## config.mk

```make
export PLATFORM = sky130hd
export DESIGN_NAME = vebc_top
export DESIGN_NICKNAME = d
export VERILOG_FILES = /design/src/vebc_sar_adc.v /design/src/vebc_i2c_slave.v /design/src/vebc_top.v
export VERILOG_INCLUDE_DIRS = /design/src
export SDC_FILE = /design/constraint.sdc
export NUM_CORES = 1
export LEC_CHECK = 0
export ABC_AREA = 1
export BUFFER_PORTS_ARGS = -buffer_cell sky130_fd_sc_hd__buf_4
export CORE_ASPECT_RATIO = 1.25
export CORE_MARGIN = 5
export CORE_UTILIZATION = 40
export DETAILED_ROUTE_END_ITERATION = 10
export PLACE_DENSITY = 0.65
export SLEW_MARGIN = 20
export SYNTH_ARGS = -nofsm -noshare
export SYNTH_HDL_FRONTEND = slang
export SYNTH_SLANG_ARGS = --single-unit
```

## constraint.sdc

```tcl
create_clock -name clk -period 14.6 [get_ports clk]
set_input_delay 3.65 -clock clk [delete_from_list [all_inputs] [get_ports clk]]
set_output_delay 3.65 -clock clk [all_outputs]
set_load 0.05 [all_outputs]
```

## src/vebc_defines.vh

```
// constants for the video enhancer control block: bus addresses, fields, timing
// assumes inclusion by bare name from every design file of the block
`ifndef VEBC_DEFINES_VH
`define VEBC_DEFINES_VH
`define VEBC_SUB_CTRL 3'h0
`define VEBC_SUB_PEAK 3'h1
`define VEBC_SUB_STEEP 3'h2
`define VEBC_SUB_CORE 3'h3
`define VEBC_SUB_LWID 3'h4
`define VEBC_SUB_STAT 3'h0
`define VEBC_SUB_RES1 3'h1
`define VEBC_SUB_RES2 3'h2
`define VEBC_CTL_BUS 0
`define VEBC_CTL_LUMA 1
`define VEBC_CTL_LINE 2
`define VEBC_CTL_FILT 3
`define VEBC_ADDR_FIXED 7'h20
`define VEBC_ADDR_SEL_MASK 7'h50
`define VEBC_VERSION 3'h5
`define VEBC_RESULT_ZERO 6'h00
`define VEBC_LEVEL_ZERO 6'h00
`define VEBC_SAR_STEPS 3'h6
`define VEBC_SAR_SETTLE 2'h3
`define VEBC_STRAP_WAIT 2'h2
`define VEBC_ENV_SHIFT 1
`endif

```

## src/vebc_sar_adc.v

```verilog
// 6-bit successive approximation sequencer
// assumes an external comparator: cmp_high is 1 when input exceeds dac_code
`timescale 1ns/1ps
`include "vebc_defines.vh"
module vebc_sar_adc (
  input wire clk,
  input wire rst_n,
  input wire start,
  input wire cmp_high,
  output reg [5:0] dac_code,
  output reg busy,
  output reg done,
  output reg [5:0] result
);
  reg [5:0] bit_reg;
  reg [1:0] settle_reg;
  always @(posedge clk or negedge rst_n) begin
    if (!rst_n) begin
      dac_code <= 6'h00;
      bit_reg <= 6'h00;
      settle_reg <= 2'h0;
      busy <= 1'b0;
      done <= 1'b0;
      result <= 6'h00;
    end else begin
      done <= 1'b0;
      if (start && !busy) begin
        busy <= 1'b1;
        bit_reg <= 6'h20;
        dac_code <= 6'h20;
        settle_reg <= `VEBC_SAR_SETTLE;
      end else if (busy && settle_reg != 2'h0) begin
        // comparator answer lags the trial by the output register and synchroniser
        settle_reg <= settle_reg - 2'h1;
      end else if (busy) begin
        settle_reg <= `VEBC_SAR_SETTLE;
        // keep or drop the trial bit, then try the next lower one
        if (!cmp_high) begin
          dac_code <= (dac_code & ~bit_reg) | (bit_reg >> 1);
        end else begin
          dac_code <= dac_code | (bit_reg >> 1);
        end
        bit_reg <= bit_reg >> 1;
        if (bit_reg == 6'h01) begin
          busy <= 1'b0;
          done <= 1'b1;
          result <= cmp_high ? dac_code : (dac_code & ~bit_reg);
        end
      end
    end
  end
endmodule // vebc_sar_adc

```

## src/vebc_i2c_slave.v

```verilog
// two-wire bus slave byte engine: start/stop, address, ack, data bytes
// assumes scl and sda inputs already synchronised to clk
`timescale 1ns/1ps
`include "vebc_defines.vh"
module vebc_i2c_slave (
  input wire clk,
  input wire rst_n,
  input wire scl,
  input wire sda,
  input wire [6:0] own_addr,
  input wire [7:0] tx_byte,
  output reg sda_oe,
  output reg rx_valid,
  output reg [7:0] rx_byte,
  output reg rx_first,
  output reg tx_taken,
  output reg rd_start,
  output reg bus_end
);
  localparam ST_IDLE = 4'b0001;
  localparam ST_ADDR = 4'b0010;
  localparam ST_WR = 4'b0100;
  localparam ST_RD = 4'b1000;
  reg [3:0] state_reg;
  reg scl_d, sda_d;
  reg [3:0] cnt_reg;
  reg [7:0] sh_reg;
  reg ack_ph, first_reg, nack_reg;
  wire scl_rise = scl & ~scl_d;
  wire scl_fall = ~scl & scl_d;
  wire start_c = scl & scl_d & sda_d & ~sda;
  wire stop_c = scl & scl_d & ~sda_d & sda;
  always @(posedge clk or negedge rst_n) begin
    if (!rst_n) begin
      state_reg <= ST_IDLE;
      scl_d <= 1'b1;
      sda_d <= 1'b1;
      cnt_reg <= 4'h0;
      sh_reg <= 8'h00;
      ack_ph <= 1'b0;
      first_reg <= 1'b0;
      nack_reg <= 1'b0;
      sda_oe <= 1'b0;
      rx_valid <= 1'b0;
      rx_byte <= 8'h00;
      rx_first <= 1'b0;
      tx_taken <= 1'b0;
      rd_start <= 1'b0;
      bus_end <= 1'b0;
    end else begin
      scl_d <= scl;
      sda_d <= sda;
      rx_valid <= 1'b0;
      tx_taken <= 1'b0;
      rd_start <= 1'b0;
      bus_end <= 1'b0;
      if (start_c) begin
        state_reg <= ST_ADDR;
        cnt_reg <= 4'h0;
        ack_ph <= 1'b0;
        sda_oe <= 1'b0;
      end else if (stop_c) begin
        state_reg <= ST_IDLE;
        sda_oe <= 1'b0;
        bus_end <= 1'b1;
      end else begin
        case (state_reg)
          ST_IDLE: sda_oe <= 1'b0;
          ST_ADDR, ST_WR: begin
            if (scl_rise && !ack_ph) begin
              sh_reg <= {sh_reg[6:0], sda};
              cnt_reg <= cnt_reg + 4'h1;
            end else if (scl_fall && !ack_ph && cnt_reg == 4'h8) begin
              ack_ph <= 1'b1;
              cnt_reg <= 4'h0;
              if (state_reg == ST_ADDR) begin
                if (sh_reg[7:1] == own_addr) begin
                  sda_oe <= 1'b1;
                  first_reg <= 1'b1;
                  if (sh_reg[0]) begin
                    rd_start <= 1'b1;
                  end
                end else begin
                  state_reg <= ST_IDLE;
                  bus_end <= 1'b1;
                end
              end else begin
                sda_oe <= 1'b1;
                rx_valid <= 1'b1;
                rx_byte <= sh_reg;
                rx_first <= first_reg;
                first_reg <= 1'b0;
              end
            end else if (scl_fall && ack_ph) begin
              ack_ph <= 1'b0;
              if (state_reg == ST_ADDR && sh_reg[0]) begin
                state_reg <= ST_RD;
                sh_reg <= tx_byte;
                tx_taken <= 1'b1;
                sda_oe <= ~tx_byte[7];
              end else begin
                state_reg <= ST_WR;
                sda_oe <= 1'b0;
              end
            end
          end
          ST_RD: begin
            if (scl_rise && ack_ph) begin
              nack_reg <= sda;
            end else if (scl_rise) begin
              cnt_reg <= cnt_reg + 4'h1;
            end else if (scl_fall && !ack_ph && cnt_reg == 4'h8) begin
              ack_ph <= 1'b1;
              cnt_reg <= 4'h0;
              sda_oe <= 1'b0;
            end else if (scl_fall && !ack_ph) begin
              sh_reg <= {sh_reg[6:0], 1'b1};
              sda_oe <= ~sh_reg[6];
            end else if (scl_fall && ack_ph) begin
              ack_ph <= 1'b0;
              if (nack_reg) begin
                state_reg <= ST_IDLE;
                sda_oe <= 1'b0;
                bus_end <= 1'b1;
              end else begin
                sh_reg <= tx_byte;
                tx_taken <= 1'b1;
                sda_oe <= ~tx_byte[7];
              end
            end
          end
          default: state_reg <= ST_IDLE;
        endcase
      end
    end
  end
endmodule // vebc_i2c_slave

```

## src/vebc_top.v

```verilog
// What this block does
// - one 6-bit SAR converter serves both analog inputs via a two-way mux.
// - mux flips to the other input once every field.
// - each flyback that arrives with the converter idle starts a conversion; result goes to that input's register.
// - read colliding with an update clears that register's valid flag.
// - result byte is 0, valid flag, then 6-bit code.
// - code is linear, zero volts to half reference.
// - power-up clears the bus-control bit so pins rule.
// - in pin mode the slave still acks its address and accesses.
// - bus-control bit set means settings come from registers, pins ignored.
// - noise control input acts in both modes.
// - power-loss flag sets on supply loss, clears only by status read.
// - status shows fixed version code in bits 3..1, zeros above.
// - writes go direct or in bursts, subaddress increments per byte.
// - reads always start at subaddress 0 and auto-increment.
// - address 40H with select low, E0H high; select drives A6 and A4.
// - control bits 1..3 pick luma range, line rate, filter; 7..4 ignored.
// - four 6-bit levels at subaddresses 1..4, linear 0 to 100 percent.
// - envelope reduces applied peaking on large excursions.
// top: register bank, setting select, converter sequencing
// assumes scl, sda, pins and comparator are asynchronous; flyback is same-clock
`timescale 1ns/1ps
`include "vebc_defines.vh"
module vebc_top (
  input wire clk,
  input wire rst_n,
  input wire scl_in,
  input wire sda_in,
  output reg sda_oe,
  input wire addr_select_pin,
  input wire flyback_strobe,
  input wire supply_lost,
  input wire adc_cmp_high,
  output reg adc_input_sel,
  output reg [5:0] adc_dac_code,
  input wire luma_range_pin,
  input wire line_rate_pin,
  input wire contour_filter_pin,
  input wire [5:0] peaking_pin,
  input wire [5:0] steepness_pin,
  input wire [5:0] coring_pin,
  input wire [5:0] line_width_pin,
  input wire [5:0] noise_control_input,
  input wire [5:0] envelope_level,
  output reg luma_range_select,
  output reg line_rate_select,
  output reg contour_filter_select,
  output reg [5:0] peaking_applied,
  output reg [5:0] steepness_applied,
  output reg [5:0] coring_applied,
  output reg [5:0] line_width_setting,
  output reg bus_control_select
);
  reg rst_s1, rst_sync_n;
  always @(posedge clk or negedge rst_n) begin
    if (!rst_n) begin
      rst_s1 <= 1'b0;
      rst_sync_n <= 1'b0;
    end else begin
      rst_s1 <= 1'b1;
      rst_sync_n <= rst_s1;
    end
  end

  // two-stage synchronisers for every asynchronous input
  localparam NSYNC = 32;
  wire [NSYNC-1:0] async_in = {scl_in, sda_in, addr_select_pin, supply_lost, adc_cmp_high,
    luma_range_pin, line_rate_pin, contour_filter_pin, peaking_pin, steepness_pin,
    coring_pin, line_width_pin};
  reg [NSYNC-1:0] sync1, sync2;
  genvar g;
  generate
    for (g = 0; g < NSYNC; g = g + 1) begin : gen_sync
      always @(posedge clk or negedge rst_sync_n) begin
        if (!rst_sync_n) begin
          sync1[g] <= 1'b1;
          sync2[g] <= 1'b1;
        end else begin
          sync1[g] <= async_in[g];
          sync2[g] <= sync1[g];
        end
      end
    end
  endgenerate
  wire scl_s = sync2[31];
  wire sda_s = sync2[30];
  wire adr_s = sync2[29];
  wire lost_s = sync2[28];
  wire cmp_s = sync2[27];
  wire luma_p = sync2[26];
  wire line_p = sync2[25];
  wire filt_p = sync2[24];
  wire [5:0] peak_p = sync2[23:18];
  wire [5:0] steep_p = sync2[17:12];
  wire [5:0] core_p = sync2[11:6];
  wire [5:0] lwid_p = sync2[5:0];

  // peaking and steepness scaled by noise control, which acts in either mode
  function [5:0] scale6;
    input [5:0] lvl;
    input [5:0] k;
    reg [11:0] p;
    begin
      p = lvl * (6'h3F - k);
      scale6 = p[11:6];
    end
  endfunction

  reg [6:0] own_addr_reg;
  wire [7:0] tx_byte;
  wire rx_valid, rx_first, tx_taken, rd_start, bus_end, sl_oe;
  wire [7:0] rx_byte;
  vebc_i2c_slave u_slave (
    .clk(clk),
    .rst_n(rst_sync_n),
    .scl(scl_s),
    .sda(sda_s),
    .own_addr(own_addr_reg),
    .tx_byte(tx_byte),
    .sda_oe(sl_oe),
    .rx_valid(rx_valid),
    .rx_byte(rx_byte),
    .rx_first(rx_first),
    .tx_taken(tx_taken),
    .rd_start(rd_start),
    .bus_end(bus_end)
  );

  wire adc_busy, adc_done;
  wire [5:0] adc_result, dac_w;
  vebc_sar_adc u_adc (
    .clk(clk),
    .rst_n(rst_sync_n),
    .start(flyback_strobe),
    .cmp_high(cmp_s),
    .dac_code(dac_w),
    .busy(adc_busy),
    .done(adc_done),
    .result(adc_result)
  );

  reg [7:0] mode_control_reg;
  reg [5:0] peaking_level_reg, steepness_level_reg, coring_level_reg, line_width_level_reg;
  reg power_loss_flag_reg;
  reg [5:0] result_one_reg, result_two_reg;
  reg valid_one_reg, valid_two_reg;
  reg [2:0] wr_sub_reg, rd_sub_reg;
  reg conv_sel_reg;
  reg addr_seen_reg;
  reg [1:0] strap_wait_reg;

  assign tx_byte = (rd_sub_reg == `VEBC_SUB_STAT) ?
      {4'h0, `VEBC_VERSION, power_loss_flag_reg} :
    (rd_sub_reg == `VEBC_SUB_RES1) ? {1'b0, valid_one_reg, result_one_reg} :
    (rd_sub_reg == `VEBC_SUB_RES2) ? {1'b0, valid_two_reg, result_two_reg} :
    8'h00;

  wire read_one = tx_taken && rd_sub_reg == `VEBC_SUB_RES1;
  wire read_two = tx_taken && rd_sub_reg == `VEBC_SUB_RES2;
  wire store_one = adc_done && !conv_sel_reg;
  wire store_two = adc_done && conv_sel_reg;

  always @(posedge clk or negedge rst_sync_n) begin
    if (!rst_sync_n) begin
      own_addr_reg <= `VEBC_ADDR_FIXED;
      addr_seen_reg <= 1'b0;
      strap_wait_reg <= 2'h0;
      mode_control_reg <= 8'h00;
      peaking_level_reg <= `VEBC_LEVEL_ZERO;
      steepness_level_reg <= `VEBC_LEVEL_ZERO;
      coring_level_reg <= `VEBC_LEVEL_ZERO;
      line_width_level_reg <= `VEBC_LEVEL_ZERO;
      power_loss_flag_reg <= 1'b1;
      result_one_reg <= `VEBC_RESULT_ZERO;
      result_two_reg <= `VEBC_RESULT_ZERO;
      valid_one_reg <= 1'b0;
      valid_two_reg <= 1'b0;
      wr_sub_reg <= 3'h0;
      rd_sub_reg <= 3'h0;
      conv_sel_reg <= 1'b0;
      adc_input_sel <= 1'b0;
    end else begin
      // strap read once the synchroniser holds the pin, not its reset value
      if (!addr_seen_reg) begin
        if (strap_wait_reg == `VEBC_STRAP_WAIT) begin
          addr_seen_reg <= 1'b1;
          own_addr_reg <= `VEBC_ADDR_FIXED | (adr_s ? `VEBC_ADDR_SEL_MASK : 7'h00);
        end else begin
          strap_wait_reg <= strap_wait_reg + 2'h1;
        end
      end
      // writes: first byte is the subaddress, following bytes auto-increment
      if (rx_valid && rx_first) begin
        wr_sub_reg <= rx_byte[2:0];
      end else if (rx_valid) begin
        case (wr_sub_reg)
          `VEBC_SUB_CTRL: mode_control_reg <= {4'h0, rx_byte[3:0]};
          `VEBC_SUB_PEAK: peaking_level_reg <= rx_byte[5:0];
          `VEBC_SUB_STEEP: steepness_level_reg <= rx_byte[5:0];
          `VEBC_SUB_CORE: coring_level_reg <= rx_byte[5:0];
          `VEBC_SUB_LWID: line_width_level_reg <= rx_byte[5:0];
          default: ;
        endcase
        wr_sub_reg <= wr_sub_reg + 3'h1;
      end
      // reads restart at zero on each read address phase
      if (rd_start) begin
        rd_sub_reg <= 3'h0;
      end else if (tx_taken) begin
        rd_sub_reg <= rd_sub_reg + 3'h1;
      end
      // set wins over the read clear
      if (lost_s) begin
        power_loss_flag_reg <= 1'b1;
      end else if (tx_taken && rd_sub_reg == `VEBC_SUB_STAT) begin
        power_loss_flag_reg <= 1'b0;
      end
      // collision: update in the very cycle the byte is taken marks it invalid
      if (store_one) begin
        result_one_reg <= adc_result;
        valid_one_reg <= !read_one;
      end
      if (store_two) begin
        result_two_reg <= adc_result;
        valid_two_reg <= !read_two;
      end
      // select flips as each accepted flyback starts its conversion
      if (flyback_strobe && !adc_busy) begin
        adc_input_sel <= ~conv_sel_reg;
        conv_sel_reg <= ~conv_sel_reg;
      end
    end
  end

  wire bus_mode = mode_control_reg[`VEBC_CTL_BUS];
  wire [5:0] peak_src = bus_mode ? peaking_level_reg : peak_p;
  wire [5:0] env_cut = envelope_level >> `VEBC_ENV_SHIFT;
  wire [5:0] peak_env = (peak_src > env_cut) ? peak_src - env_cut : 6'h00;

  always @(posedge clk or negedge rst_sync_n) begin
    if (!rst_sync_n) begin
      sda_oe <= 1'b0;
      adc_dac_code <= 6'h00;
      luma_range_select <= 1'b0;
      line_rate_select <= 1'b0;
      contour_filter_select <= 1'b0;
      peaking_applied <= 6'h00;
      steepness_applied <= 6'h00;
      coring_applied <= 6'h00;
      line_width_setting <= 6'h00;
      bus_control_select <= 1'b0;
    end else begin
      sda_oe <= sl_oe;
      adc_dac_code <= dac_w;
      bus_control_select <= bus_mode;
      luma_range_select <= bus_mode ? mode_control_reg[`VEBC_CTL_LUMA] : luma_p;
      line_rate_select <= bus_mode ? mode_control_reg[`VEBC_CTL_LINE] : line_p;
      contour_filter_select <= bus_mode ? mode_control_reg[`VEBC_CTL_FILT] : filt_p;
      peaking_applied <= scale6(peak_env, noise_control_input);
      steepness_applied <= scale6(bus_mode ? steepness_level_reg : steep_p,
        noise_control_input);
      coring_applied <= bus_mode ? coring_level_reg : core_p;
      line_width_setting <= bus_mode ? line_width_level_reg : lwid_p;
    end
  end
endmodule // vebc_top

```

==> qor.txt <==
Core outline area = 25,290 sq um
XOR/XNOR share of the synthesized area = 0.9391%
Worst skew pair latency = 0.52 ns
Combinational family with the most area after synthesis = simple AND/OR/NAND/NOR gates
Least-Margin Pin Slew = 0.9450 ns
Vias in the first global route = 7,256
Via-per-instance ratio = 4.825
R2r endpoint = peaking_applied[5]$_DFF_PN0_
Fraction of the yosys area taken by sequential cells = 51.81%
Fraction of registers with async set or reset after synthesis = 100.0%
Leakage power = 5.746 nW
Reg clk slew, reported paths = 0.06 ns
Clk sinks = 209
Num CTS Buffers = 23
Complex-gate fraction of the synthesized area = 9.452%
Post-synthesis mux area share = 2.183%
Worst Hold Class = reg -> reg
Final #Nets = 1,245
Main synth FF type = dfrtp_1
Biggest area consumer among synthesized cells = dfrtp_1
Area share of fa/ha/maj cells after synthesis = 13.86%
EDFF count, synth = 0
Switching Fraction = 33.17%
Cell Rows = 65
Fmax achieved = 126.6 MHz
Die area = 28,970 sq um
Crit start category = input pin
Synth cell types = 55
Clock Path Buffers = 3
TritonRoute pass-1 iters = 5
Yosys top cell area share = 34.39%
Syn nets = 1,153
Period minus WS final = 7.901 ns
GP Congestion = 0.8383
Reg area = 5319 sq um
Routed WL = 20,180 um
Final Power = 1.787 mW
Cts hold-fix bufs = 0
Maxcap violations = 0
Combinational share of power = 27.1%
CTS tree = built
CTS HTree Levels = 1
Cell Area, Synth = 10,260 sq um
N_diodes = 0
Filler cells = 2,389
Antenna violations before repair = 0
Reg2Reg Launch Point = mode_control_reg[0]$_DFFE_PN0P_
DR iter-0 viols = 236
Layout Skew = 0.02986 ns
Chip Height = 189.1 um
Max reg flops = 32
Yosys reg bits = 209
Footprint of the multi-input gates = 4302 sq um
Critical path class = in -> reg
Critical-path maximum fanout = 6
Number of port buffers = 81
Status = completed
Clock power share = 32.8%
Fin. Hold Viols = 0
Mapped Cells = 1,011
VDD IR max = 0.0001110 V
Sw power = 592.7 uW
CP Capture Point = peaking_applied[5]$_DFF_PN0_
Syn_area_per_cell = 10.15 sq um
Global-route wire length before repair = 34,730 um
RSZ-0062 raised after global routing = no
CP Data Arrival Time = 8.34 ns
Setup TNS = 0 ns
Routed Antenna Nets = 0
Initial Util = 40.56%
Largest net degree at the start of global routing = 75
Sequential Power Share = 40.1%
Power Dens Cells = 148.8 nW/um^2
Hpwl dp = 14,810 um
Final core area utilization = 47.48%
Top-count cell post-synth = nand2_1
Drt wl/cell = 13.87 um
R2r setup slk = 8.74 ns
Critical Path Source = envelope_level[1]
Die width = 153.2 um
Reg2reg path depth = 26
GRT Overall Usage = 14.23%
CTS root buf = clkbuf_16
Type of destination of the critical path = flip-flop
Via count = 7,020
Layout cells sized above 1 = 23.84%
Resized cells post-CTS = 0
Setup bufs post-CTS = 0
Synthesis Warnings = 0
IO Pins = 83
Remaining DRCs = 0
Final Max Tran Viols = 0
Grt ovf = 0
Tcrit/Tclk final = 54.12%
P_int = 1.194 mW
Simple-gate share of the synthesized area = 15.47%
Top cells by count, synth = nand2_1 (178), dfrtp_1 (141), inv_1 (140), o21ai_0 (88), nor2_1 (83)
Max-Slew Margin vs Limit = 37.00%
Final setup viols = 0
WP data required = 15.04 ns
Area grow syn2layout = 17.06%
Top cells by area, synth = dfrtp_1 (34%), dfstp_2 (17%), ha_1 (7.8%)
-- cells by family after synthesis --
family / after synthesis
and+or+nand+nor: 345
DFF: 209
buffers and inverters: 166
AOI/OAI and AO/OA: 164
adders and majority gates: 95
muxes: 20
xor gates and xnor gates: 11
other: 1
-- power by group through the flow --
stage	registers, mW	clock network, mW	logic [mW]
floorplan	0.806	0	0.277
global placement	0.724	0	0.478
detailed placement	0.726	0	0.487
CTS	0.717	0.606	0.490
global route	0.726	0.629	0.548
finish	0.716	0.586	0.485
-- how the worst min path moves through the flow --
stage                     depth (start not counted)                 from  slack [ns]                   end
after floorplan                                   0     rst_s1$_DFF_PN0_        0.33  rst_sync_n$_DFF_PN0_
after global placement                            0     rst_s1$_DFF_PN0_        0.34  rst_sync_n$_DFF_PN0_
after detailed placement                          0     rst_s1$_DFF_PN0_        0.34  rst_sync_n$_DFF_PN0_
after CTS                                         0  sync1[28]$_DFF_PN1_        0.33      lost_s$_DFF_PN1_
after global routing                              0  sync1[28]$_DFF_PN1_        0.33      lost_s$_DFF_PN1_
final                                             0  sync1[28]$_DFF_PN1_        0.33      lost_s$_DFF_PN1_
-- metrics by stage --
step	setup WS, ns	hold WS, ns	area, sq um	instances
2_1_floorplan	6.730	0.3312	10260	1011
3_3_place_gp	6.231	0.3387	11230	1413
3_5_place_dp	6.162	0.3428	11230	1413
4_1_cts	6.707	0.3315	12010	1455
5_1_grt	6.362	0.3315	12010	1455
6_report	6.699	0.3339	12010	1455
-- worst max-delay path, cell delays in order --
cell      delay, ns
buf_4          0.09
ha_1           0.19
inv_1          0.07
fa_1           0.37
nand2_1        0.10
nand2_1        0.10
nand3_2        0.09
nand2_2        0.07
nand2_2        0.08
nand2_4        0.08
nand3_1        0.27
nor2_1         0.11
fa_1           0.55
inv_1          0.05
fa_1           0.47
inv_1          0.05
fa_1           0.48
ha_1           0.31
ha_1           0.35
nand2_1        0.10
nor2_1         0.05
a211oi_1       0.21
nand2_2        0.12
a21oi_1        0.20
xor2_1         0.16
-- final cells by class --
| cell class | instances | share of cell area, % |
|---|---|---|
| flip-flops and latches | 209 | 44.29 |
| multi-input cells | 636 | 35.82 |
| repair buffers | 84 | 5.251 |
| clock buffers | 29 | 5.147 |
| inverters | 149 | 4.668 |
| well taps | 335 | 3.490 |
| clock inverters | 13 | 1.334 |
-- cells in the final DEF (no fill, tap or decap), types with 7 or more instances in the layout --
cell type  count
ha_1          64
o21ai_0       88
nor2_1        83
mux2_2        19
nand2_2       11
clkbuf_16     23
dfstp_2       68
o21ai_2        8
inv_1        140
inv_2          7
a21oi_1       28
fa_1          31
nor3_1         7
buf_4         84
xor2_1         9
nand2_1      178
nand3_1       28
nand4_1        7
dfrtp_1      140
-- per-layer routing --
| metal | routed length [um] | track usage, % |
|---|---|---|
| met1 | 8167 | 17.12 |
| met2 | 10760 | 26.36 |
| met3 | 842 | 2.355 |
| met4 | 409 | 3.737 |
| met5 | 0 | 0 |
No activity file was read; power rests on OpenSTA's default activity.
